$ cat src/jip_pkg.sv
// Package for the test-port programming block: instruction codes, array
// geometry, timing counts and state types.
// Assumes a 50 MHz system clock that samples the slow test-port pins.
package jip_pkg;

  // Instruction register and codes
  localparam int unsigned IR_W         = 4;
  localparam logic [3:0]  INS_UNLOCK   = 4'h9;
  localparam logic [3:0]  INS_ERASE    = 4'hA;
  localparam logic [3:0]  INS_PROGRAM  = 4'hB;
  localparam logic [3:0]  INS_READBACK = 4'hC;
  localparam logic [3:0]  INS_BYPASS   = 4'hF;
  localparam logic [3:0]  IR_CAPTURE   = 4'h1;

  // Array geometry; shift register holds {row address, row data}
  localparam int unsigned ROW_W    = 16;
  localparam int unsigned ADDR_W   = 4;
  localparam int unsigned NUM_ROWS = 16;
  localparam int unsigned SR_W     = ROW_W + ADDR_W;
  localparam int unsigned ADDR_LSB = ROW_W;
  localparam int unsigned FIFO_DEPTH = 4;

  // Timing: programming pulse lengths in their own units
  localparam int unsigned CLK_HZ       = 50_000_000;
  localparam int unsigned ERASE_MS     = 100;
  localparam int unsigned PROGRAM_MS   = 10;
  localparam int unsigned ERASE_CYCLES   = CLK_HZ / 1000 * ERASE_MS;
  localparam int unsigned PROGRAM_CYCLES = CLK_HZ / 1000 * PROGRAM_MS;

  // Test access port states
  typedef enum logic [3:0] {
    TAP_RESET, TAP_IDLE, TAP_SEL_DR, TAP_CAP_DR, TAP_SH_DR, TAP_EX1_DR,
    TAP_PA_DR, TAP_EX2_DR, TAP_UP_DR, TAP_SEL_IR, TAP_CAP_IR, TAP_SH_IR,
    TAP_EX1_IR, TAP_PA_IR, TAP_EX2_IR, TAP_UP_IR
  } jip_tap_t;

  // Array write engine states
  typedef enum logic [1:0] {ENG_IDLE, ENG_ERASE, ENG_PROG} jip_eng_t;

endpackage

$ cat src/jip_programmer.sv
// Test-port in-system programming logic with a small write queue and the
// nonvolatile row array it programs.
// Assumes test clock, mode select and data in arrive asynchronously and
// much slower than i_clock; i_rst comes from the power-up reset circuit.

// Queue between the shift path and the array write engine
module jip_fifo #(
  parameter int unsigned W     = 20,
  parameter int unsigned DEPTH = 4
) (
  // Clock and reset
  input  wire logic         i_clock,
  input  wire logic         i_rst,
  // Fill side
  input  wire logic         i_in_valid,
  input  wire logic [W-1:0] i_in_data,
  output logic              o_in_ready,
  // Drain side
  output logic              o_out_valid,
  output logic [W-1:0]      o_out_data,
  input  wire logic         i_out_ready
);
  localparam int unsigned AW = $clog2(DEPTH);

  typedef struct packed {
    logic [AW-1:0] wr;
    logic [AW-1:0] rd;
    logic [AW:0]   cnt;
  } jip_fifo_st_t;

  jip_fifo_st_t   q_q;
  jip_fifo_st_t   q_d;
  logic [W-1:0]   mem [DEPTH];
  logic           push;
  logic           pop;

  // Full and empty come straight from the occupancy count
  assign o_in_ready  = (q_q.cnt != (AW+1)'(DEPTH));
  assign o_out_valid = (q_q.cnt != '0);
  assign o_out_data  = mem[q_q.rd];
  assign push        = i_in_valid && o_in_ready;
  assign pop         = o_out_valid && i_out_ready;

  // Pointer and count update; pointers wrap since DEPTH is a power of two
  always_comb
  begin
    q_d = q_q;
    if (push)
      q_d.wr = q_q.wr + 1'b1;
    if (pop)
      q_d.rd = q_q.rd + 1'b1;
    q_d.cnt = q_q.cnt + (AW+1)'(push) - (AW+1)'(pop);
  end

  always_ff @(posedge i_clock or posedge i_rst)
  begin
    if (i_rst)
      q_q <= '0;
    else
      q_q <= q_d;
  end

  // Storage carries no reset: only words behind the count are ever read
  always_ff @(posedge i_clock)
  begin
    if (push)
      mem[q_q.wr] <= i_in_data;
  end
endmodule

module jip_programmer #(
  parameter int unsigned P_ERASE_CYCLES   = jip_pkg::ERASE_CYCLES,
  parameter int unsigned P_PROGRAM_CYCLES = jip_pkg::PROGRAM_CYCLES
) (
  // Clock and power-up reset
  input  wire logic i_clock,
  input  wire logic i_rst,
  // Test access port pins
  input  wire logic i_tck,
  input  wire logic i_tms,
  input  wire logic i_tdi,
  output logic      o_tdo,
  output logic      o_tdo_oe,
  // Status
  output logic      o_unlocked,
  output logic      o_busy
);
  localparam int unsigned SR_W   = jip_pkg::SR_W;
  localparam int unsigned ROW_W  = jip_pkg::ROW_W;
  localparam int unsigned ADDR_W = jip_pkg::ADDR_W;

  typedef struct packed {
    logic                tck_m;
    logic                tck_s;
    logic                tck_p;
    logic                tms_m;
    logic                tms_s;
    logic                tdi_m;
    logic                tdi_s;
    jip_pkg::jip_tap_t   tap;
    logic [3:0]          ir_sh;
    logic [3:0]          ir;
    logic                unlocked;
    logic [SR_W-1:0]     sr;
    logic                byp;
    logic                tdo;
    logic                tdo_oe;
    logic                erase_req;
    logic                prog_pend;
    logic [SR_W-1:0]     prog_word;
    jip_pkg::jip_eng_t   eng;
    logic [31:0]         cnt;
    logic [ADDR_W-1:0]   w_addr;
    logic [ROW_W-1:0]    w_data;
  } jip_st_t;

  jip_st_t           q_q;
  jip_st_t           q_d;
  logic [ROW_W-1:0]  rows [jip_pkg::NUM_ROWS];
  logic              rise;
  logic              fall;
  logic              isp_sel;
  logic              fifo_in_ready;
  logic              fifo_out_valid;
  logic [SR_W-1:0]   fifo_out_data;
  logic              fifo_pop;
  logic              mem_we;
  logic              mem_clr;
  logic [ROW_W-1:0]  rd_word;

  // Next test-port state from mode select
  function automatic jip_pkg::jip_tap_t tap_next(jip_pkg::jip_tap_t s, logic m);
    case (s)
      jip_pkg::TAP_RESET:  tap_next = m ? jip_pkg::TAP_RESET  : jip_pkg::TAP_IDLE;
      jip_pkg::TAP_IDLE:   tap_next = m ? jip_pkg::TAP_SEL_DR : jip_pkg::TAP_IDLE;
      jip_pkg::TAP_SEL_DR: tap_next = m ? jip_pkg::TAP_SEL_IR : jip_pkg::TAP_CAP_DR;
      jip_pkg::TAP_CAP_DR: tap_next = m ? jip_pkg::TAP_EX1_DR : jip_pkg::TAP_SH_DR;
      jip_pkg::TAP_SH_DR:  tap_next = m ? jip_pkg::TAP_EX1_DR : jip_pkg::TAP_SH_DR;
      jip_pkg::TAP_EX1_DR: tap_next = m ? jip_pkg::TAP_UP_DR  : jip_pkg::TAP_PA_DR;
      jip_pkg::TAP_PA_DR:  tap_next = m ? jip_pkg::TAP_EX2_DR : jip_pkg::TAP_PA_DR;
      jip_pkg::TAP_EX2_DR: tap_next = m ? jip_pkg::TAP_UP_DR  : jip_pkg::TAP_SH_DR;
      jip_pkg::TAP_UP_DR:  tap_next = m ? jip_pkg::TAP_SEL_DR : jip_pkg::TAP_IDLE;
      jip_pkg::TAP_SEL_IR: tap_next = m ? jip_pkg::TAP_RESET  : jip_pkg::TAP_CAP_IR;
      jip_pkg::TAP_CAP_IR: tap_next = m ? jip_pkg::TAP_EX1_IR : jip_pkg::TAP_SH_IR;
      jip_pkg::TAP_SH_IR:  tap_next = m ? jip_pkg::TAP_EX1_IR : jip_pkg::TAP_SH_IR;
      jip_pkg::TAP_EX1_IR: tap_next = m ? jip_pkg::TAP_UP_IR  : jip_pkg::TAP_PA_IR;
      jip_pkg::TAP_PA_IR:  tap_next = m ? jip_pkg::TAP_EX2_IR : jip_pkg::TAP_PA_IR;
      jip_pkg::TAP_EX2_IR: tap_next = m ? jip_pkg::TAP_UP_IR  : jip_pkg::TAP_SH_IR;
      jip_pkg::TAP_UP_IR:  tap_next = m ? jip_pkg::TAP_SEL_DR : jip_pkg::TAP_IDLE;
      default:             tap_next = jip_pkg::TAP_RESET;
    endcase
  endfunction

  // Edges come from the second and third stages, never the first
  assign rise    = q_q.tck_s && !q_q.tck_p;
  assign fall    = !q_q.tck_s && q_q.tck_p;
  assign isp_sel = (q_q.ir == jip_pkg::INS_UNLOCK) || (q_q.ir == jip_pkg::INS_ERASE) ||
                   (q_q.ir == jip_pkg::INS_PROGRAM) || (q_q.ir == jip_pkg::INS_READBACK);
  assign rd_word = rows[q_q.sr[SR_W-1:jip_pkg::ADDR_LSB]];
  assign fifo_pop = (q_q.eng == jip_pkg::ENG_IDLE) && !q_q.erase_req;
  assign mem_clr = (q_q.eng == jip_pkg::ENG_ERASE) && (q_q.cnt == P_ERASE_CYCLES - 1);
  assign mem_we  = (q_q.eng == jip_pkg::ENG_PROG) && (q_q.cnt == P_PROGRAM_CYCLES - 1);
  assign o_tdo      = q_q.tdo;
  assign o_tdo_oe   = q_q.tdo_oe;
  assign o_unlocked = q_q.unlocked;
  assign o_busy     = (q_q.eng != jip_pkg::ENG_IDLE) || q_q.erase_req || q_q.prog_pend ||
                      fifo_out_valid;

  jip_fifo #(
    .W     (SR_W),
    .DEPTH (jip_pkg::FIFO_DEPTH)
  ) u_fifo (
    .i_clock     (i_clock),
    .i_rst       (i_rst),
    .i_in_valid  (q_q.prog_pend),
    .i_in_data   (q_q.prog_word),
    .o_in_ready  (fifo_in_ready),
    .o_out_valid (fifo_out_valid),
    .o_out_data  (fifo_out_data),
    .i_out_ready (fifo_pop)
  );

  // Engine clears its requests first so a same-cycle new request wins
  always_comb
  begin
    q_d = q_q;
    q_d.tck_m = i_tck;
    q_d.tck_s = q_q.tck_m;
    q_d.tck_p = q_q.tck_s;
    q_d.tms_m = i_tms;
    q_d.tms_s = q_q.tms_m;
    q_d.tdi_m = i_tdi;
    q_d.tdi_s = q_q.tdi_m;
    if (q_q.prog_pend && fifo_in_ready)
      q_d.prog_pend = 1'b0;                                 // Queue full stalls the push
    case (q_q.eng)
      jip_pkg::ENG_IDLE:
      begin
        q_d.cnt = '0;
        if (q_q.erase_req)
        begin
          q_d.erase_req = 1'b0;
          q_d.eng       = jip_pkg::ENG_ERASE;
        end
        else if (fifo_out_valid)
        begin
          q_d.w_addr = fifo_out_data[SR_W-1:jip_pkg::ADDR_LSB];
          q_d.w_data = fifo_out_data[ROW_W-1:0];
          q_d.eng    = jip_pkg::ENG_PROG;
        end
      end
      jip_pkg::ENG_ERASE, jip_pkg::ENG_PROG:
      begin
        q_d.cnt = q_q.cnt + 32'h1;                          // Pulse timed on chip
        if (mem_clr || mem_we)
          q_d.eng = jip_pkg::ENG_IDLE;
      end
      default: q_d.eng = jip_pkg::ENG_IDLE;
    endcase
    // Test-port actions on the rising test clock
    if (rise)
    begin
      q_d.tap = tap_next(q_q.tap, q_q.tms_s);
      case (q_q.tap)
        jip_pkg::TAP_RESET:
        begin
          q_d.ir       = jip_pkg::INS_BYPASS;
          q_d.unlocked = 1'b0;
        end
        jip_pkg::TAP_CAP_IR: q_d.ir_sh = jip_pkg::IR_CAPTURE;
        jip_pkg::TAP_SH_IR:  q_d.ir_sh = {q_q.tdi_s, q_q.ir_sh[3:1]};
        jip_pkg::TAP_UP_IR:
        begin
          q_d.ir = q_q.ir_sh;
          if (q_q.ir_sh == jip_pkg::INS_UNLOCK)
            q_d.unlocked = 1'b1;
          if (q_q.ir_sh == jip_pkg::INS_ERASE && q_q.unlocked)
            q_d.erase_req = 1'b1;
        end
        jip_pkg::TAP_CAP_DR:
        begin
          q_d.byp = 1'b0;
          if (q_q.ir == jip_pkg::INS_READBACK && q_q.unlocked)
            q_d.sr[ROW_W-1:0] = rd_word;
        end
        jip_pkg::TAP_SH_DR:
        begin
          if (isp_sel)
            q_d.sr = {q_q.tdi_s, q_q.sr[SR_W-1:1]};
          else
            q_d.byp = q_q.tdi_s;
        end
        jip_pkg::TAP_UP_DR:
        begin
          if (q_q.ir == jip_pkg::INS_PROGRAM && q_q.unlocked)
          begin
            q_d.prog_pend = 1'b1;
            q_d.prog_word = q_q.sr;
          end
        end
        default: q_d.ir_sh = q_q.ir_sh;
      endcase
    end
    // Output changes on the falling test clock, off outside shifting
    if (fall)
    begin
      q_d.tdo_oe = (q_q.tap == jip_pkg::TAP_SH_IR) || (q_q.tap == jip_pkg::TAP_SH_DR);
      if (q_q.tap == jip_pkg::TAP_SH_IR)
        q_d.tdo = q_q.ir_sh[0];
      else if (q_q.tap == jip_pkg::TAP_SH_DR)
        q_d.tdo = isp_sel ? q_q.sr[0] : q_q.byp;
    end
  end

  // Power-up reset puts the port into its reset state
  always_ff @(posedge i_clock or posedge i_rst)
  begin
    if (i_rst)
    begin
      q_q     <= '0;
      q_q.tap <= jip_pkg::TAP_RESET;
      q_q.ir  <= jip_pkg::INS_BYPASS;
      q_q.eng <= jip_pkg::ENG_IDLE;
    end
    else
      q_q <= q_d;
  end

  // Array keeps its contents over reset, as a nonvolatile store would
  always_ff @(posedge i_clock)
  begin
    if (mem_clr)
    begin
      for (int i = 0; i < jip_pkg::NUM_ROWS; i++)
        rows[i] <= '0;
    end
    else if (mem_we)
      rows[q_q.w_addr] <= q_q.w_data;
  end
endmodule

$ cat config.mk
export PLATFORM = sky130hd
export DESIGN_NAME = jip_programmer
export DESIGN_NICKNAME = d
export VERILOG_FILES = /design/src/jip_pkg.sv /design/src/jip_programmer.sv
export SDC_FILE = /design/constraint.sdc
export NUM_CORES = 1
export LEC_CHECK = 0
export ABC_AREA = 1
export ABC_CLOCK_PERIOD_IN_PS = 4040
export BUFFER_PORTS_ARGS = -buffer_cell sky130_fd_sc_hd__clkbuf_2
export CAP_MARGIN = 15
export CORE_MARGIN = 8
export CORE_UTILIZATION = 30
export CTS_CLUSTER_SIZE = 30
export DETAILED_ROUTE_END_ITERATION = 7
export GPL_TIMING_DRIVEN = 0
export SLEW_MARGIN = 20
export SYNTH_ARGS = -nofsm -noshare
export SYNTH_HDL_FRONTEND = slang
export SYNTH_SLANG_ARGS = --single-unit
export TNS_END_PERCENT = 30
$ cat constraint.sdc
create_clock -name i_clock -period 4.04 [get_ports i_clock]
set_input_delay 0 -clock i_clock [delete_from_list [all_inputs] [get_ports i_clock]]
set_output_delay 0 -clock i_clock [all_outputs]
set_load 0.02 [all_outputs]
==> results of run 1 <==
-- metrics by stage --
step                      hold slack (ns)  total power, mW  setup TNS (ns)  setup WS, ns
after floorplan                    0.0314             6.96               0         0.691
final                              0.0577             12.2               0         0.678
after detailed placement          -0.0354             7.84               0         0.706
after global routing               0.0530             12.6               0         0.533
after CTS                          0.0280             12.2               0         0.671
after global placement              0.111             7.79          -99.07        -0.829
-- layout make-up --
cell class / instances / area, µm² / share of cell area (%)
Clock buffer: 58 / 1240 / 5.15
Inverter: 145 / 552 / 2.30
Buffer: 120 / 559 / 2.33
Clock inverter: 29 / 292 / 1.21
Multi-Input combinational cell: 1427 / 6850 / 28.5
Tap cell: 940 / 1180 / 4.89
Sequential cell: 462 / 13200 / 55.1
Timing Repair Buffer: 14 / 118 / 0.489
-- per-layer routing --
metal	GRT usage, %	vias to the layer above	routed length [µm]
met4	4.55	0	1860
met1	18.6	7614	23700
met5	0	-	0
met2	23.9	577	27100
met3	2.71	109	4640
li1	-	7378	-
-- sequential cells by signal (all words and copies together) (netlist names) --
| register | count |
|---|---|
| o_tdo | 1 |
| rows | 256 |
| q_q | 112 |
| o_tdo_oe | 1 |
| u_fifo.mem | 80 |
| o_unlocked | 1 |
| u_fifo.q_q | 7 |
| q_d | 4 |
-- synthesized netlist by cell type, types with 14 or more instances --
cell and count:
clkinv_1 20, edfxtp_1 336, a21oi_1 47, o32ai_1 20, buf_2 14, nor2_2 77, dfrtp_1 122, inv_1 119
nor2_1 534, nand3_1 154, o21ai_0 173, mux2_2 16, clkbuf_1 89, o211ai_1 21, nor3_1 17, nand2_1 303
-- what timing repair did --
item                      CTS  global route
setup buffers               0             0
hold endpoints to repair  125             0
hold buffers                5             0
-- power groups by stage --
stage / clock, mW / combinational, mW / sequential [mW]
final: 4.40 / 2.36 / 5.40
after global routing: 4.62 / 2.60 / 5.42
after CTS: 4.47 / 2.36 / 5.40
after detailed placement: 0 / 2.35 / 5.49
after global placement: 0 / 2.30 / 5.49
after floorplan: 0 / 1.49 / 5.47
-- path summary, 6_finish.rpt --
kind	endpoint	from	depth (start not counted)
min in group asynchronous	q_q[27]	i_rst	4
max in group asynchronous	q_q[60]	i_rst	5
min reg2reg	q_q[114]	q_d[114]	0
max	rows[12][2]	q_q[20]	8
max reg2reg	rows[12][2]	q_q[20]	8
min	q_d[117]	i_tck	2
-- cell families (layout without fill, tap and decap cells) --
logic type	count (synthesis)	in the layout	share of synthesized area, %
muxes	16	16	0.851
and+or+nand+nor	1125	1125	23.4
buffers and inverters	265	366	5.21
adders and majority gates	12	12	0.745
AOI/OAI and AO/OA	270	270	7.10
DFF	462	462	62.6
xor gates and xnor gates	4	4	0.165
-- critical path, stage by stage (launching register included) --
cell and delay (ns):
dfrtp_1 0.37, ha_1 0.19, nand3_1 0.16, inv_1 0.11, nand2_1 0.11, nor4_1 0.30
nand3_1 0.58, clkbuf_1 0.45, nand2_1 0.70
==> reports/metrics.csv, run 1 <==
metric,value,unit
outcome,"complete, no violations",
syn_avg_cell_area,9.83,µm²
synth.area.top_cells,"edfxtp_1 48%, dfrtp_1 14%, nor2_1 9.5%, nand2_1 5.4%, o21ai_0 4.1%",
final_cell_mix,"530 x nor2_1, 336 x edfxtp_1, 303 x nand2_1",
p_sw_share,32.2,%
fin_nets,2234,
routed_wl,57.4,mm
fp-row-count,97,
vias_per_cell,4.91,
worstPathMaxFanout,16,
ys_types,44,
syn_nets,2171,
grt_pass1_wl,88.2,mm
fmax,297,MHz
core,69900,µm²
clk_latency,0.59,ns
grt_overflow_total,0,
crit_required,4.24,ns
synthToLayoutAreaGrowth,13.5,%
cts.path.max_buffers,3,
final_area,24000,µm²
crit_type,reg -> reg,
pwr-share-clk,36.2,%
die_h,282,µm
gp_congestion,0.900,
max_cap_viol_count,0,
cts_root_buffer,clkbuf_16,
seq_power_share,44.4,%
floorplan.initialDensity,30.3,%
antennaDiodeCount,0,
ys.flop_type,edfxtp_1,
ios,9,
dr.pass1.iters,6,
vias,15700,
postLayoutCoreUtil,34.4,%
hpwl,40.5,mm
setup_viol,0,
wl_per_cell,18.0,µm
h-tree-depth,2,
vdd_drop_max,0.335,mV
synth_top_area_cell,edfxtp_1,
finClkSkew,0.0212,ns
first_iter_violations,1688,
rrSetupSlack,0.68,ns
fin_crit_sh,83.2,%
internal-power,8.25,mW
cp-start-kind,register,
combPwrFrac,19.4,%
drcViolationCount,0,
cp_data_arrival_time,3.57,ns
worst_slew_pin_slew,0.891,ns
grt_pass1_vias,15300,
cts_resized,0,
p_per_area,506,nW/µm²
drtAntennaViolNets,0,
slew_headroom,40.6,%
yosysSeqAreaShare,62.6,%
critPathCaptureType,register,
grt_usage,14.3,%
die_area,79300,µm²
instances_no_fill,3195,
layout_min_cycle_time,3.36,ns
finalHoldViolations,0,
cts_made_buffers,47,
place_area,22500,µm²
dp_cells,3103,
leakagePower,8.62,nW
synth_edf_count,336,
mostFrequentLayoutCell,nor2_1,
yosysWarnings,0,
fill_cells,7178,
port_buffers,8,
min_path_type,in -> reg,
cts_tree,yes,
syn_inst,2154,
syn_area,21200,µm²
async_flop_share,27.3,%
clkTransAtPathRegs,0.06,ns
die_x,282,µm
antenna_found_initial,0,
slew_viol_final,0,
grt_setup_unrepaired,no,
yosys_register_bits,462,
drive_gt1_share,10.4,%
numClockSinks,462,
yosysTopAreaCellShare,47.7,%
p_sw,3.92,mW
grt_max_degree,101,
(Power assumes the default switching activity.)
==> inputs of run 2 (changes only) <==
Settings changed: ABC_CLOCK_PERIOD_IN_PS 4040 to 3500.
Clock period 4.04 ns to 3.5 ns, I/O delays scaled along.
==> reports/metrics.csv, run 2 (synthesized netlist as in run 1, its figures left out) <==
metric,value,unit,change
numClockSinks,462,,unchanged
dp_cells,3103,,unchanged
worstPathMaxFanout,16,,unchanged
hpwl,40.5,mm,unchanged
seq_power_share,44.4,%,about the same
worst_slew_pin_slew,0.867,ns,-0.0240 ns
hold_ws,0.0600,ns,+0.00232 ns
grtUsageMet1,18.6,%,unchanged
fin_nets,2234,,unchanged
port_buffers,8,,unchanged
grt_setup_unrepaired,yes,,
first_iter_violations,1688,,unchanged
leakagePower,8.62,nW,about the same
setup_viol,0,,unchanged
cts.path.max_buffers,3,,unchanged
dr.pass1.iters,6,,unchanged
rrSetupSlack,0.13,ns,-0.55 ns
p_per_area,584,nW/µm²,+15%
p_sw_share,32.2,%,about the same
drtAntennaViolNets,0,,unchanged
mostFrequentLayoutCell,nor2_1,,
die_h,282,µm,unchanged
reg2reg_depth,8,,unchanged
wl_per_cell,17.9,µm,about the same
floorplan.initialDensity,30.3,%,unchanged
internal-power,9.52,mW,+15%
cts_root_buffer,clkbuf_16,,
antennaDiodeCount,0,,unchanged
dp_slack,0.166,ns,-0.540 ns
cp-endpoint,rows[8][8],,
drcViolationCount,0,,unchanged
core,69900,µm²,unchanged
crit_chain,"ha_1, nand3_1, inv_1, nand2_1, nor4_1, nand3_1, clkbuf_1, nand2_1",,
use_met2,23.9,%,unchanged
cts_made_buffers,47,,unchanged
layout_min_cycle_time,3.37,ns,+0.0113 ns
clk_latency,0.60,ns,about the same
outcome,"complete, no violations",,
crit_required,3.72,ns,-0.52 ns
critical-path-slowest-cell,nand2_1,,
slew_headroom,42.2,%,+1.6 points
min_path_type,in -> reg,,
grt_max_degree,101,,unchanged
ios,9,,unchanged
place_area,22500,µm²,unchanged
fp-row-count,97,,unchanged
synthToLayoutAreaGrowth,13.5,%,about the same
cp-start-kind,register,,
finClkSkew,0.0268,ns,+0.00555 ns
h-tree-depth,2,,unchanged
combPwrFrac,19.4,%,about the same
met3_usage,2.71,%,unchanged
r2r_end,rows[8][8],,
die_x,282,µm,unchanged
crit_type,reg -> reg,,
drive_gt1_share,10.5,%,+0.044 points
fin_crit_sh,96.4,%,+13 points
max_stage_delay,0.73,ns,+0.03 ns
slew_viol_final,0,,unchanged
antenna_found_initial,0,,unchanged
routed_wl,57.3,mm,about the same
final_area,24000,µm²,about the same
fmax,296,MHz,-0.33%
setup.worst_path.start,q_q[20],,
instances_no_fill,3195,,unchanged
clkTransAtPathRegs,0.06,ns,about the same
layout_setup_ws,0.126,ns,-0.551 ns
largest_register_ffs,256,,unchanged
grt_pass1_wl,88.2,mm,unchanged
grt_overflow_total,0,,unchanged
critPathCaptureType,register,,
final_cell_mix,"530 x nor2_1, 336 x edfxtp_1, 302 x nand2_1",,
vias,15700,,-0.10%
tns,0,ns,unchanged
timing.rr.start,q_q[20],,
top_regs,"rows x256, q_q x112, u_fifo.mem x80",,
gp_congestion,0.900,,unchanged
cp_data_arrival_time,3.59,ns,+0.02 ns
grt_pass1_vias,15300,,unchanged
grt_usage,14.3,%,unchanged
die_area,79300,µm²,unchanged
p_sw,4.52,mW,+15%
finalHoldViolations,0,,unchanged
vias_per_cell,4.90,,-0.10%
top_register,rows,,
pwr-share-clk,36.2,%,about the same
cts_tree,yes,,
grt_busiest_layer,met2,,
max_cap_viol_count,0,,unchanged
vdd_drop_max,0.387,mV,+15%
==> run 2: what timing repair did <==
| action | 4_1_cts | 5_1_grt |
|---|---|---|
| gates resized for setup | 0 | 1 |
| hold buffers | 5 | 0 |
| setup buffers | 0 | 0 |
| endpoints found under the setup margin | 0 | 1 |
| hold endpoints to repair | 125 | 0 |
==> run 2: how the worst min path moves through the flow <==
stage | startpoint | end | depth (start not counted)
after floorplan | i_tdi | q_d[112] | 0
after global placement | i_tck | q_d[117] | 1
after detailed placement | i_rst | q_q[27] | 2
after CTS | i_tck | q_d[117] | 2
after global routing | i_tck | q_d[117] | 2
final | i_tck | q_d[117] | 2
==> run 2: cell type report <==
type / instances / area (µm²)
Multi-Input combinational cell: 1427 / 6850
Clock buffer: 58 / 1240
Sequential cell: 462 / 13200
Buffer: 120 / 559
Clock inverter: 29 / 292
Fill cell: 7176 / 45900
Tap cell: 940 / 1180
Inverter: 145 / 552
Timing Repair Buffer: 14 / 118
==> run 2: routing by layer <==
layer,up-vias,routed length (µm)
li1,7378,-
met1,7648,23800
met2,535,27200
met3,101,4470
met4,0,1780
met5,-,0
==> run 2: power groups by stage <==
| stage | sequential, mW | clock (mW) | combinational, mW |
|---|---|---|---|
| floorplan | 6.31 | 0 | 1.72 |
| global placement | 6.33 | 0 | 2.66 |
| detailed placement | 6.34 | 0 | 2.71 |
| CTS | 6.23 | 5.16 | 2.73 |
| global route | 6.26 | 5.33 | 3.00 |
| finish | 6.23 | 5.08 | 2.73 |
==> run 2: metrics by stage <==
step	power [mW]	util (%)
5_1_grt	14.6	34.4
3_5_place_dp	9.05	32.1
2_1_floorplan	8.03	-
3_3_place_gp	8.99	32.0
4_1_cts	14.1	34.4
6_report	14.0	34.4
==> run 2: worst max-delay path, delay by kind of cell (launching register included) <==
family	cells	cell delay [ns]
adder cells (fa/ha/maj)	1	0.19
AND/OR/NAND/NOR	5	1.86
buffers and inverters	2	0.57
flip-flops	1	0.37
